**src/verilog/iost_regs.svh**
```systemverilog
// Purpose: Register map, field positions and reset values of the
//          internal oscillator select and trim block.
// Assumes: AXI4-Lite, 32-bit data, one aligned word per register.
// Notes:   Upper bits of every register read as zero.
`ifndef IOST_REGS_SVH
`define IOST_REGS_SVH

`define IOST_ADDR_W 8
`define IOST_OFF_CTRL 8'h8C
`define IOST_OFF_TRIM 8'h90
`define IOST_OFF_CFG 8'h94

`define IOST_CTRL_SRC_SEL 0
`define IOST_CTRL_SLOW_OK 1
`define IOST_CTRL_FAST_OK 2
`define IOST_CTRL_FSEL_LO 4
`define IOST_CTRL_FSEL_HI 6
`define IOST_FSEL_RESET 3'h6
`define IOST_FSEL_SLOW 3'h0
`define IOST_FSEL_TOP 3'h7

`define IOST_TRIM_W 5
`define IOST_TRIM_RESET 5'h00

`define IOST_CFG_MODE_LO 0
`define IOST_CFG_MODE_HI 2
`define IOST_CFG_TWO_SPEED 4
`define IOST_CFG_PWRUP 5
`define IOST_CFG_WDOG 6
`define IOST_CFG_CLKMON 7
`define IOST_CFG_RESET 8'h00

`define IOST_MODE_EXT 3'h0
`define IOST_MODE_RC 3'h1
`define IOST_MODE_RC_IO 3'h2
`define IOST_MODE_INTCLK 3'h3
`define IOST_MODE_INTIO 3'h4

`define IOST_RESP_OKAY 2'h0
`define IOST_RESP_SLVERR 2'h2
`define IOST_DIV4_HALF 1'h1

`endif

```
**src/verilog/iost_pkg.sv**
```systemverilog
// Purpose: Types shared by the oscillator select and trim block.
// Assumes: Numbers live in iost_regs.svh.
// Notes:   Mode decode happens in the top module.
package iost_pkg;
   typedef enum logic [2:0] {
      IOST_EXT_OTHER,
      IOST_RC,
      IOST_RC_IO,
      IOST_INT_DIVIDED_CLOCK_OUTPUT,
      IOST_INT_IO
   } iost_mode_t;
   typedef logic [2:0] iost_fsel_t;
endpackage

```
**src/verilog/iost_osc_ctrl.sv**
```systemverilog
// Purpose: Oscillator enables, frequency select, trim and pin reuse,
//          reached over AXI4-Lite.
// Assumes: Oscillators and RC circuit deliver one-cycle tick inputs
//          synchronous to aclk; ticks are slower than aclk.
// Notes:   Clock outputs are tick enables, the pin level is a register.
`timescale 1ns/1ps
`include "iost_regs.svh"

// Notes on behaviour
// RULE1: RC mode drives second oscillator pin with RC clock divided by four; code divides the system clock, internal when source select is one.
// RULE2: RC-with-I/O mode frees second pin as first port bit four.
// RULE3: Internal clock-out mode frees first pin, second pin gives internal/4.
// RULE4: Internal full-I/O mode frees both pins, no clock output.
// RULE5: Fast oscillator on when select nonzero and internal or two-speed.
// RULE6: Control bit two reads fast oscillator stable, read-only.
// RULE7: Slow oscillator on for zero select internal/two-speed, or timers.
// RULE8: Control bit one reads slow oscillator stable, read-only.
// RULE9: Power-up timer, watchdog, clock monitor always run from slow osc.
// RULE10: Control bits six to four pick one of eight internal frequencies.
// RULE11: Seven upper frequencies come from fast oscillator through postscaler.
// RULE12: Reset loads frequency select with 110, giving 4 MHz.
// RULE13: Trim is 5-bit two's complement for fast oscillator, reset zero.
// RULE14: Trim write takes effect at once, no completion indication.
// RULE15: Trim touches only the fast oscillator, never the slow one.
// RULE16: Trim bits seven to five read zero, writes ignored.
// RULE17: One source-select bit picks external mode or internal oscillators.
// RULE18: Source select one uses internal frequency, zero uses mode; reset clears.
// RULE19: Select 111 is 8 MHz, halving down to 001, 000 is slow.
module iost_osc_ctrl #(
   parameter int STABLE_TICKS = 4
) (
   input wire logic aclk, // 10 MHz clock
   input wire logic aresetn, // Synchronous reset, active low
   input wire logic [`IOST_ADDR_W-1:0] s_axi_awaddr, // Write address
   input wire logic s_axi_awvalid, // Write address valid
   output logic s_axi_awready, // Write address ready
   input wire logic [31:0] s_axi_wdata, // Write data
   input wire logic [3:0] s_axi_wstrb, // Write strobes
   input wire logic s_axi_wvalid, // Write data valid
   output logic s_axi_wready, // Write data ready
   output logic [1:0] s_axi_bresp, // Write response
   output logic s_axi_bvalid, // Write response valid
   input wire logic s_axi_bready, // Write response ready
   input wire logic [`IOST_ADDR_W-1:0] s_axi_araddr, // Read address
   input wire logic s_axi_arvalid, // Read address valid
   output logic s_axi_arready, // Read address ready
   output logic [31:0] s_axi_rdata, // Read data
   output logic [1:0] s_axi_rresp, // Read response
   output logic s_axi_rvalid, // Read data valid
   input wire logic s_axi_rready, // Read data ready
   input wire logic fast_osc_tick, // Fast oscillator edge, 8 MHz nominal
   input wire logic slow_osc_tick, // Slow oscillator edge, 31 kHz
   input wire logic rc_osc_tick, // External RC oscillator edge
   input wire logic ext_osc_tick, // Other external source edge
   output logic fast_internal_osc_en, // Fast oscillator power
   output logic slow_internal_osc_en, // Slow oscillator power
   output logic [`IOST_TRIM_W-1:0] fast_osc_trim, // Trim to fast osc
   output logic sys_clk_tick, // System clock enable
   output logic slow_domain_tick, // Timer, watchdog, monitor clock
   input wire logic port_a_line_four_out, // Port bit four drive value
   input wire logic port_a_line_four_oe, // Port bit four drive enable
   input wire logic osc_pin_first_io_out, // Port drive on first pin
   input wire logic osc_pin_first_io_oe, // Port enable on first pin
   output logic osc_pin_first_out, // First oscillator pin value
   output logic osc_pin_first_oe, // First oscillator pin enable
   output logic osc_pin_first_is_io, // First pin given to port
   output logic osc_pin_second_out, // Second oscillator pin value
   output logic osc_pin_second_oe, // Second oscillator pin enable
   output logic osc_pin_second_is_io // Second pin given to port
);
   import iost_pkg::*;

   logic aw_held_r, w_held_r;
   logic [`IOST_ADDR_W-1:0] aw_addr_r;
   logic [31:0] w_data_r;
   logic [3:0] w_strb_r;
   logic wr_go;
   logic [2:0] fsel_r;
   logic src_sel_r;
   logic [`IOST_TRIM_W-1:0] trim_r;
   logic [7:0] cfg_r;
   logic [$clog2(STABLE_TICKS+1)-1:0] fast_ok_cnt_r, slow_ok_cnt_r;
   logic fast_ok, slow_ok;
   logic [6:0] post_cnt_r;
   logic [6:0] post_mask;
   logic int_tick;
   logic ext_tick;
   logic div4_cnt_r;
   logic divided_clock_output_r;
   logic two_speed_en, pwrup_en, wdog_en, clkmon_en;
   logic [2:0] mode_bits;
   iost_mode_t mode;
   logic [31:0] rd_word;
   logic rd_hit;

   assign two_speed_en = cfg_r[`IOST_CFG_TWO_SPEED];
   assign pwrup_en = cfg_r[`IOST_CFG_PWRUP];
   assign wdog_en = cfg_r[`IOST_CFG_WDOG];
   assign clkmon_en = cfg_r[`IOST_CFG_CLKMON];
   assign mode_bits = cfg_r[`IOST_CFG_MODE_HI:`IOST_CFG_MODE_LO];

   always_comb begin
      case (mode_bits)
         `IOST_MODE_RC: mode = IOST_RC;
         `IOST_MODE_RC_IO: mode = IOST_RC_IO;
         `IOST_MODE_INTCLK: mode = IOST_INT_DIVIDED_CLOCK_OUTPUT;
         `IOST_MODE_INTIO: mode = IOST_INT_IO;
         default: mode = IOST_EXT_OTHER;
      endcase
   end

   // Write channel: address and data taken in either order
   assign s_axi_awready = !aw_held_r && !s_axi_bvalid;
   assign s_axi_wready = !w_held_r && !s_axi_bvalid;
   assign wr_go = aw_held_r && w_held_r && !s_axi_bvalid;

   always_ff @(posedge aclk) begin
      if (!aresetn) begin
         aw_held_r <= 1'b0;
         w_held_r <= 1'b0;
         aw_addr_r <= '0;
         w_data_r <= '0;
         w_strb_r <= '0;
         s_axi_bvalid <= 1'b0;
         s_axi_bresp <= `IOST_RESP_OKAY;
      end else begin
         if (s_axi_awvalid && s_axi_awready) begin
            aw_held_r <= 1'b1;
            aw_addr_r <= s_axi_awaddr;
         end
         if (s_axi_wvalid && s_axi_wready) begin
            w_held_r <= 1'b1;
            w_data_r <= s_axi_wdata;
            w_strb_r <= s_axi_wstrb;
         end
         if (wr_go) begin
            aw_held_r <= 1'b0;
            w_held_r <= 1'b0;
            s_axi_bvalid <= 1'b1;
            if (aw_addr_r == `IOST_OFF_CTRL || aw_addr_r == `IOST_OFF_TRIM ||
                aw_addr_r == `IOST_OFF_CFG)
               s_axi_bresp <= `IOST_RESP_OKAY;
            else
               s_axi_bresp <= `IOST_RESP_SLVERR;
         end else if (s_axi_bvalid && s_axi_bready) begin
            s_axi_bvalid <= 1'b0;
         end
      end
   end

   // Control register; stable bits are not storage
   always_ff @(posedge aclk) begin
      if (!aresetn) begin
         fsel_r <= `IOST_FSEL_RESET; // [RULE12]
         src_sel_r <= 1'b0; // [RULE18]
      end else if (wr_go && aw_addr_r == `IOST_OFF_CTRL && w_strb_r[0]) begin
         fsel_r <= w_data_r[`IOST_CTRL_FSEL_HI:`IOST_CTRL_FSEL_LO]; // [RULE10]
         src_sel_r <= w_data_r[`IOST_CTRL_SRC_SEL]; // [RULE17]
      end
   end

   // Trim goes straight to the oscillator; it settles on its own
   always_ff @(posedge aclk) begin
      if (!aresetn)
         trim_r <= `IOST_TRIM_RESET; // [RULE13]
      else if (wr_go && aw_addr_r == `IOST_OFF_TRIM && w_strb_r[0])
         trim_r <= w_data_r[`IOST_TRIM_W-1:0]; // [RULE14] [RULE16]
   end
   assign fast_osc_trim = trim_r; // [RULE15]

   always_ff @(posedge aclk) begin
      if (!aresetn)
         cfg_r <= `IOST_CFG_RESET;
      else if (wr_go && aw_addr_r == `IOST_OFF_CFG && w_strb_r[0])
         cfg_r <= w_data_r[7:0];
   end

   // Read channel, one cycle after the address is taken
   assign s_axi_arready = !s_axi_rvalid;

   always_comb begin
      rd_word = 32'h0000_0000;
      rd_hit = 1'b1;
      case (s_axi_araddr)
         `IOST_OFF_CTRL: begin
            rd_word[`IOST_CTRL_FSEL_HI:`IOST_CTRL_FSEL_LO] = fsel_r;
            rd_word[`IOST_CTRL_FAST_OK] = fast_ok; // [RULE6]
            rd_word[`IOST_CTRL_SLOW_OK] = slow_ok; // [RULE8]
            rd_word[`IOST_CTRL_SRC_SEL] = src_sel_r;
         end
         `IOST_OFF_TRIM: rd_word[`IOST_TRIM_W-1:0] = trim_r; // [RULE16]
         `IOST_OFF_CFG: rd_word[7:0] = cfg_r;
         default: rd_hit = 1'b0;
      endcase
   end

   always_ff @(posedge aclk) begin
      if (!aresetn) begin
         s_axi_rvalid <= 1'b0;
         s_axi_rdata <= 32'h0000_0000;
         s_axi_rresp <= `IOST_RESP_OKAY;
      end else if (s_axi_arvalid && s_axi_arready) begin
         s_axi_rvalid <= 1'b1;
         s_axi_rdata <= rd_word;
         s_axi_rresp <= rd_hit ? `IOST_RESP_OKAY : `IOST_RESP_SLVERR;
      end else if (s_axi_rvalid && s_axi_rready) begin
         s_axi_rvalid <= 1'b0;
      end
   end

   // Oscillator enables; internal modes count as internal selection
   logic int_sel;
   assign int_sel = src_sel_r || mode == IOST_INT_DIVIDED_CLOCK_OUTPUT ||
                    mode == IOST_INT_IO;
   assign fast_internal_osc_en = (fsel_r != `IOST_FSEL_SLOW) &&
                                 (int_sel || two_speed_en); // [RULE5]
   assign slow_internal_osc_en = ((fsel_r == `IOST_FSEL_SLOW) &&
                                  (int_sel || two_speed_en)) ||
                                 pwrup_en || wdog_en || clkmon_en; // [RULE7]

   // Stable after a few edges since enable; drops when powered down
   always_ff @(posedge aclk) begin
      if (!aresetn || !fast_internal_osc_en)
         fast_ok_cnt_r <= '0;
      else if (fast_osc_tick && !fast_ok)
         fast_ok_cnt_r <= fast_ok_cnt_r + 1'b1;
   end
   always_ff @(posedge aclk) begin
      if (!aresetn || !slow_internal_osc_en)
         slow_ok_cnt_r <= '0;
      else if (slow_osc_tick && !slow_ok)
         slow_ok_cnt_r <= slow_ok_cnt_r + 1'b1;
   end
   assign fast_ok = (fast_ok_cnt_r ==
                     STABLE_TICKS[$bits(fast_ok_cnt_r)-1:0]);
   assign slow_ok = (slow_ok_cnt_r ==
                     STABLE_TICKS[$bits(slow_ok_cnt_r)-1:0]);

   // Postscaler: select n divides the fast edge by 2**(7-n)
   assign post_mask = 7'h7F >> fsel_r; // [RULE19]
   always_ff @(posedge aclk) begin
      if (!aresetn)
         post_cnt_r <= 7'h00;
      else if (fast_osc_tick && fast_internal_osc_en)
         post_cnt_r <= post_cnt_r + 7'h01;
   end
   assign int_tick = (fsel_r == `IOST_FSEL_SLOW) ? slow_osc_tick :
                     (fast_osc_tick && fast_internal_osc_en &&
                      ((post_cnt_r & post_mask) == post_mask)); // [RULE11]

   assign ext_tick = (mode == IOST_RC || mode == IOST_RC_IO) ?
                     rc_osc_tick : ext_osc_tick;
   assign sys_clk_tick = int_sel ? int_tick : ext_tick; // [RULE18]

   // Slow domain never sees the trim; source choice gates it only while no timer is on
   assign slow_domain_tick = slow_osc_tick && slow_internal_osc_en; // [RULE9]

   // Divide by four: toggle the pin every second system edge
   always_ff @(posedge aclk) begin
      if (!aresetn) begin
         div4_cnt_r <= 1'b0;
         divided_clock_output_r <= 1'b0;
      end else if (sys_clk_tick) begin
         div4_cnt_r <= div4_cnt_r + 1'b1;
         if (div4_cnt_r == `IOST_DIV4_HALF)
            divided_clock_output_r <= !divided_clock_output_r; // [RULE1] [RULE3]
      end
   end

   // Pin ownership by mode
   always_comb begin
      osc_pin_first_is_io = 1'b0;
      osc_pin_second_is_io = 1'b0;
      osc_pin_first_out = 1'b0;
      osc_pin_first_oe = 1'b0;
      osc_pin_second_out = 1'b0;
      osc_pin_second_oe = 1'b0;
      case (mode)
         IOST_RC: begin
            osc_pin_second_out = divided_clock_output_r; // [RULE1]
            osc_pin_second_oe = 1'b1;
         end
         IOST_RC_IO: begin
            osc_pin_second_is_io = 1'b1; // [RULE2]
            osc_pin_second_out = port_a_line_four_out;
            osc_pin_second_oe = port_a_line_four_oe;
         end
         IOST_INT_DIVIDED_CLOCK_OUTPUT: begin
            osc_pin_first_is_io = 1'b1; // [RULE3]
            osc_pin_first_out = osc_pin_first_io_out;
            osc_pin_first_oe = osc_pin_first_io_oe;
            osc_pin_second_out = divided_clock_output_r;
            osc_pin_second_oe = 1'b1;
         end
         IOST_INT_IO: begin
            osc_pin_first_is_io = 1'b1; // [RULE4]
            osc_pin_second_is_io = 1'b1;
            osc_pin_first_out = osc_pin_first_io_out;
            osc_pin_first_oe = osc_pin_first_io_oe;
            osc_pin_second_out = port_a_line_four_out;
            osc_pin_second_oe = port_a_line_four_oe;
         end
         default: ;
      endcase
   end

   fsel_reset_a: assert property (@(posedge aclk) // [RULE12]
      !aresetn |=> fsel_r == `IOST_FSEL_RESET && !src_sel_r)
      else $error("select not 110 after reset");
   fast_en_a: assert property (@(posedge aclk) disable iff (!aresetn)
      (src_sel_r && fsel_r != `IOST_FSEL_SLOW) |->
      fast_internal_osc_en) // [RULE5]
      else $error("fast osc off while selected");
   slow_en_a: assert property (@(posedge aclk) disable iff (!aresetn)
      (wdog_en || pwrup_en || clkmon_en) |-> slow_internal_osc_en) // [RULE7]
      else $error("slow osc off while timers need it");
   slow_tick_a: assert property (@(posedge aclk) disable iff (!aresetn)
      (slow_osc_tick && wdog_en) |-> slow_domain_tick) // [RULE9]
      else $error("slow domain lost an edge");
   top_freq_a: assert property (@(posedge aclk) disable iff (!aresetn)
      (int_sel && fsel_r == `IOST_FSEL_TOP && fast_osc_tick) |->
      sys_clk_tick) // [RULE19]
      else $error("8 MHz select skipped an edge");
   resistor_cap_io_mode_pin_a: assert property (@(posedge aclk) disable iff (!aresetn)
      mode == IOST_RC_IO |-> osc_pin_second_is_io &&
      osc_pin_second_oe == port_a_line_four_oe) // [RULE2]
      else $error("second pin not freed in rc io mode");
   intio_pin_a: assert property (@(posedge aclk) disable iff (!aresetn)
      mode == IOST_INT_IO |-> osc_pin_first_is_io &&
      osc_pin_second_is_io) // [RULE4]
      else $error("pins not freed in full io mode");
   divided_clock_output_div_a: assert property (@(posedge aclk) disable iff (!aresetn)
      (sys_clk_tick && div4_cnt_r == `IOST_DIV4_HALF &&
       mode == IOST_RC) |=> osc_pin_second_out != $past(divided_clock_output_r)) // [RULE1]
      else $error("clock output did not toggle");
   trim_write_a: assert property (@(posedge aclk) disable iff (!aresetn)
      (wr_go && aw_addr_r == `IOST_OFF_TRIM && w_strb_r[0]) |=>
      fast_osc_trim == $past(w_data_r[`IOST_TRIM_W-1:0])) // [RULE14]
      else $error("trim not applied after write");
   fast_ok_read_a: assert property (@(posedge aclk) disable iff (!aresetn)
      (s_axi_arvalid && s_axi_arready && s_axi_araddr == `IOST_OFF_CTRL)
      |=> s_axi_rdata[`IOST_CTRL_FAST_OK] == $past(fast_ok)) // [RULE6]
      else $error("fast stable bit misread");

endmodule

```
**config.mk**
```make
export PLATFORM = sky130hd
export DESIGN_NAME = iost_osc_ctrl
export DESIGN_NICKNAME = d
export VERILOG_FILES = /design/src/verilog/iost_pkg.sv /design/src/verilog/iost_osc_ctrl.sv
export VERILOG_INCLUDE_DIRS = /design/src /design/src/verilog
export SDC_FILE = /design/constraint.sdc
export NUM_CORES = 1
export LEC_CHECK = 0
export BUFFER_PORTS_ARGS = -buffer_cell sky130_fd_sc_hd__buf_2
export CORE_ASPECT_RATIO = 0.6
export CORE_MARGIN = 2
export CORE_UTILIZATION = 43
export DETAILED_ROUTE_END_ITERATION = 10
export GPL_TIMING_DRIVEN = 0
export PLACE_DENSITY = 0.74
export SLEW_MARGIN = 25
export SYNTH_ARGS = -nofsm -noshare
export SYNTH_HDL_FRONTEND = slang
export SYNTH_SLANG_ARGS = --single-unit
```
**constraint.sdc**
```tcl
create_clock -name aclk -period 1.7 [get_ports aclk]
set_input_delay 0 -clock aclk [delete_from_list [all_inputs] [get_ports aclk]]
set_output_delay 0 -clock aclk [all_outputs]
set_load 0.02 [all_outputs]
```
Word level (Yosys, flattened, before mapping)
Index checks and enable logic that the tools add are counted.
Word-level totals
  logic and storage cells: 118
  bits of input ports: 67
  register bits: 65
  output and inout bits: 56
Cells by class
  reductions and logical operators: 53
  equality and inequality tests: 17
  bitwise operators: 2
  $add $sub $neg: 4
  shift operators: 1
  muxes and demuxes: 22
Operator list (count)
  == test 8 bit, second input constant: 6
  logical AND 1 bit: 22
  two-way mux 1 bit: 13
  == test 3 x 2 -> 1 bit, second input constant: 4
  == test 3 bit, second input constant: 4
  case mux 3 bit (4 select lines): 1
  logical OR 1 bit: 11
  zero test 1 bit: 10
  case mux 3 bit (3 select lines): 1
  OR reduction 2 bit: 4
  adder 7 x 1 -> 7 bit, second input constant: 1
  AND 7 bit: 1
  == test 7 bit: 1
  >> shifter 7 x 3 -> 7 bit, first input constant: 1
  adder 3 x 1 -> 3 bit, second input constant: 2
  == test 3 x 1 -> 1 bit, second input constant: 2
  case mux 1 bit (2 select lines): 3
  two-way mux 2 bit: 2
  case mux 2 bit (2 select lines): 1
  nonzero test 2 bit: 2
  zero test 3 bit: 1
  case mux 1 bit (3 select lines): 1
  nonzero test 3 bit: 1
  OR reduction 3 bit: 1
  other kinds (3): 3

Depth between registers and ports, before layout
  depth after elaboration: 12
  depth in mapped cells: 7
  gate-level depth less buffers: 6

Least setup slack after synthesis
No wires, ideal clock.
  path kind: flip-flop to flip-flop
  start point: register cfg_r[2]
  end point: register div4_cnt_r
  clock period less this slack: 1746 ps
  cell stages (with the launch flop): 8
  path slack: -46 ps
  arrival: 1610 ps
  buffers on the path: 2
  required time: 1564 ps
  setup time: 136 ps
  cells stage by stage: dfxtp_1 > buf_4 > or3b_1 > buf_6 > a32o_1 > a21oi_1 > nor2_1 > mux2i_1
Between the ends
  cells in the longest elaborated chain, start to end: 11
  elaborated cells between the ends (all ways): 19
  those cells by class: eq/ne: 8; mux: 4; reduce/logical: 7
RTL lines
  from (decl): RTL line iost_osc_ctrl.sv:81  | logic [7:0] cfg_r;
  from (signal assigned): RTL line iost_osc_ctrl.sv:173  | cfg_r <= `IOST_CFG_RESET;
  from (signal assigned): RTL line iost_osc_ctrl.sv:175  | cfg_r <= w_data_r[7:0];
  == test 3 bit (tied with other cells): RTL line iost_osc_ctrl.sv:103  | case (mode_bits)
  case mux 3 bit (4 select lines) *: RTL line iost_osc_ctrl.sv:103
  == test 3 x 2 -> 1 bit: RTL line iost_osc_ctrl.sv:213  | assign int_sel = src_sel_r || mode == IOST_INT_DIVIDED_CLOCK_OUTPUT ||
  logical OR 1 bit (2 in series): RTL line iost_osc_ctrl.sv:213
  logical OR 1 bit: RTL line iost_osc_ctrl.sv:216  | (int_sel || two_speed_en);
  logical AND 1 bit: RTL line iost_osc_ctrl.sv:215  | assign fast_internal_osc_en = (fsel_r != `IOST_FSEL_SLOW) &&
  logical AND 1 bit (2 in series): RTL line iost_osc_ctrl.sv:248  | (fast_osc_tick && fast_internal_osc_en &&
  two-way mux 1 bit: RTL line iost_osc_ctrl.sv:247  | assign int_tick = (fsel_r == `IOST_FSEL_SLOW) ? slow_osc_tick :
  two-way mux 1 bit *: RTL line iost_osc_ctrl.sv:253  | assign sys_clk_tick = int_sel ? int_tick : ext_tick;
  net sys_clk_tick: RTL line iost_osc_ctrl.sv:58  | output logic sys_clk_tick,
  to (signal assigned): RTL line iost_osc_ctrl.sv:264  | div4_cnt_r <= div4_cnt_r + 1'b1;
  to (decl): RTL line iost_osc_ctrl.sv:88  | logic div4_cnt_r;
Mark *: on every way through the listed nets, which the timed path passes. The rest lies on a longest branch.
A chain may end at the register's enable or synchronous reset.

Final worst setup path
  start point: register cfg_r[1]
  end point: output port slow_domain_tick
Between the ends
  cells in the longest elaborated chain, start to end: 11
  elaborated cells between the ends (all ways): 15
  those cells by class: eq/ne: 6; mux: 1; reduce/logical: 8
RTL lines
  == test 3 bit (tied with other cells): RTL line iost_osc_ctrl.sv:103
  case mux 3 bit (4 select lines) *: RTL line iost_osc_ctrl.sv:103
  == test 3 x 2 -> 1 bit: RTL line iost_osc_ctrl.sv:213
  logical OR 1 bit: RTL line iost_osc_ctrl.sv:213
  logical OR 1 bit *: RTL line iost_osc_ctrl.sv:213
  logical OR 1 bit *: RTL line iost_osc_ctrl.sv:218  | (int_sel || two_speed_en)) ||
  logical AND 1 bit *: RTL line iost_osc_ctrl.sv:217  | assign slow_internal_osc_en = ((fsel_r == `IOST_FSEL_SLOW) &&
  logical OR 1 bit * (3 in series): RTL line iost_osc_ctrl.sv:217
  logical AND 1 bit *: RTL line iost_osc_ctrl.sv:256  | assign slow_domain_tick = slow_osc_tick && slow_internal_osc_en;
  to (decl): RTL line iost_osc_ctrl.sv:59  | output logic slow_domain_tick,
Every way passes the cells marked *; elsewhere a longest branch is shown, timed or not.

==> run summary <==
Status: complete, but fails checks
Failing checks: negative setup slack
Area Overhead vs Synth: 45.08%
Placer Congestion: 0.8411
Achievable Freq: 548.4 MHz
Share of cells above drive strength 1: 32.80%
DRT Pass-1 Iters: 4
Clk root buf: clkbuf_16
Fin crit period: 1.824 ns
TritonCTS clock tree: yes
Highest fanout seen on the critical path: 4
Largest net degree at the start of global routing: 11
Crit start category: flop
Reg2reg start: aw_addr_r[6]
DRT antenna net count: 0
Setup WS post-layout: -0.1236 ns
Diode count: 0
Post-synthesis sequential area ratio: 41.21%
Via count: 2985
Slowest cell on crit path: a2111o_1
GRT Resource Usage Total: 22.46%
H-tree depth: 3
First-pass GRT wire length: 13320 um
Final net count: 571
Top FF cell, synth: dfxtp_1
Synth Instances: 357
Post-synth ARST share: 0%
Most frequent CP cell: buf_6
Mean Syn Cell Area: 8.436 sq um
Total power: 3.614 mW
Clk Latency, worst-skew pair: 0.32 ns
Cell variety after synth: 54
Reg2Reg Setup Slack: -0.10 ns
Leakage: 1.971 nW
Cell Chain, Critical Path: buf_6 > nand3b_1 > nand3_4 > a2111o_1 > and2_4 > buf_6
Die Y: 68.83 um
HP Class: input pin to flop
Worst Hold Depth: 2
Max_cap viols: 0
Die W: 112.0 um
Clock sink total: 62
Worst IR Drop VDD: 0.5670 mV
Initial antenna violation count: 0
WHS Endpoint: fsel_r[2]
Largest delay share family, worst path: simple AND/OR/NAND/NOR gates
Final Core Density: 64.88%
Metal1 wirelength: 3903 um
Maximum clock path buffer count: 2
Kind of critical path: flop to primary output
Port Buf Inserts: 67
Initial Util: 44.72%
TritonCTS Buffers: 9
DR iter-0 viols: 232
Vias in the first global route: 2774
Core ar.: 6734 sq um
Slew Limit Fails: 0
DIE AREA: 7711 sq um
Mapped Area: 3012 sq um
Core Rows: 23
Crit path buffers/inverters: 2
Worst slew pin tran: 0.6241 ns
Post-synth EDFFs: 0
Reg2Reg Capture Point: fast_osc_trim[4]
Grt ovf: 0
Fin crit share: 107.3%
Post-route DRC violation count: 0
Worst setup EP type: primary output
Via density: 5.059
Ys Warns: 0
# setup viols final: 16
Worst slew margin: 58.40%
Top Ports: 123
Clock slew at reported path FFs: 0.05 ns
HPWL Detailed: 5718 um
PD cells: 827.2 nW/um^2
Critical Path AT: 1.82 ns
Met3 wire len: 699 um
DR top layer: met4
Reg2Reg Depth: 6
Routed len/inst: 14.47 um
Fin Setup TNS: -0.9025 ns
Required @ worst endpoint: 1.70 ns
Worst min-delay path startpoint: aresetn
Hold Vio Cnt, Final: 0
#FFs+latches synth: 62
RSZ-0062 raised after global routing: yes
CP max stage delay: 0.44 ns
Pre-CTS WS: -0.2758 ns
Final WL: 8540 um
WL met2: 3805 um
Worst clock skew: 0.004942 ns
[worst max-delay path by stage]
stage                       endpoint    startpoint  depth (start not counted)  slack [ns]
floorplan                 div4_cnt_r      cfg_r[2]                          7       0.002
global placement    fast_osc_trim[4]  aw_addr_r[0]                          5       -0.19
detailed placement  fast_osc_trim[4]  aw_addr_r[0]                          5       -0.28
CTS                 slow_domain_tick      cfg_r[2]                          7       -0.15
global route        fast_osc_trim[0]  aw_addr_r[6]                          7       -0.21
finish              slow_domain_tick      cfg_r[1]                          6       -0.12
[power by group]
group          leakage (nW)  internal (mW)  switching, mW
clock                 0.133           1.05          0.587
sequential            0.508           1.49         0.0441
combinational          1.33          0.189          0.247
[logic make-up (layout without fill, tap and decap cells)]
logic type                 after synthesis  in the layout  share of synthesized area (%)
other                                    1             26                         0.1245
adders and majority gates                5              5                          2.077
xor gates and xnor gates                 8              8                          2.326
DFF                                     62             62                          41.21
muxes                                   23             23                          7.852
AOI/OAI and AO/OA                       63             63                          14.13
buffers and inverters                   52            173                          10.14
and+or+nand+nor                        143            143                          22.14
[cells in the final DEF (no fill, tap or decap), drive strengths merged, types with 2 or more instances in the layout]
master / n
a32oi: 2
inv: 12
nand2b: 2
nand4: 6
o32ai: 2
a22oi: 2
nand3: 4
a21oi: 33
a2bb2oi: 4
clkinv: 2
nor2: 48
nand2: 55
dlygate4sd3: 20
mux2: 5
a22o: 2
clkbuf: 24
buf: 115
nor4: 2
ha: 5
nor3b: 2
o211ai: 3
dfxtp: 62
conb: 26
xnor2: 4
and2: 7
nor2b: 4
xor2: 4
mux2i: 18
o21ai: 4
nand3b: 2
nor3: 4
[metrics by stage]
stage	hold WS [ns]	cells	area, sq um
floorplan	0.1001	382	3112
global placement	0.1867	536	3556
detailed placement	0.1882	536	3556
CTS	0.03621	584	4212
global route	0.05481	590	4369
finish	0.05884	590	4369
[what timing repair did]
item / CTS / global route
endpoints found under the setup margin: 29 / 32
hold buffers: 20 / 0
resized for setup: 23 / 34
endpoints found under the hold margin: 19 / 0
cloned: 0 / 0
pin swaps: 11 / 9
setup buffers: 13 / 7
[flip-flops by register name (all words and copies together) (netlist names), 3 cells and up]
name           count
s_axi_rdata        8
fsel_r             3
post_cnt_r         6
fast_osc_trim      5
w_data_r           8
slow_ok_cnt_r      3
aw_addr_r          8
fast_ok_cnt_r      3
cfg_r              8
[cells in the mapped netlist, types with 2 or more instances]
master | number | area share [%]
a21oi_1 | 33 | 5.5
a22o_1 | 2 | 0.58
a22oi_1 | 2 | 0.50
a2bb2oi_1 | 4 | 1.2
a32oi_1 | 2 | 0.58
and2_1 | 7 | 1.5
buf_4 | 27 | 6.7
clkbuf_1 | 10 | 1.2
dfxtp_1 | 62 | 41
ha_1 | 5 | 2.1
inv_1 | 12 | 1.5
mux2_2 | 5 | 1.9
mux2i_1 | 18 | 6.0
nand2_1 | 55 | 6.9
nand2b_1 | 2 | 0.42
nand3_1 | 4 | 0.66
nand3b_1 | 2 | 0.50
nand4_1 | 6 | 1.2
nor2_1 | 48 | 6.0
nor2b_1 | 4 | 0.83
nor3_1 | 2 | 0.33
nor3_2 | 2 | 0.66
o211ai_1 | 3 | 0.75
o21ai_0 | 3 | 0.50
o32ai_1 | 2 | 0.58
xnor2_1 | 4 | 1.2
xor2_1 | 4 | 1.2
[area by class of cell]
cell class,count,area (sq um)
fillers,527,2365
multi-input cells,268,1690
flip-flops and latches,62,1266
repair buffers,107,730.7
clock buffers,14,264.0
plain buffers,38,255.2
well taps,87,108.9
inverters,13,48.80
clock inverters,1,5.005
[layer usage]
| metal | global-route usage [%] | vias to the layer above |
|---|---|---|
| met3 | 6.731 | 16 |
| met2 | 37.27 | 124 |
| li1 | - | 1460 |
| met1 | 29.35 | 1385 |
| met5 | 0 | - |
| met4 | 5.640 | 0 |
(Power assumes the default switching activity.)
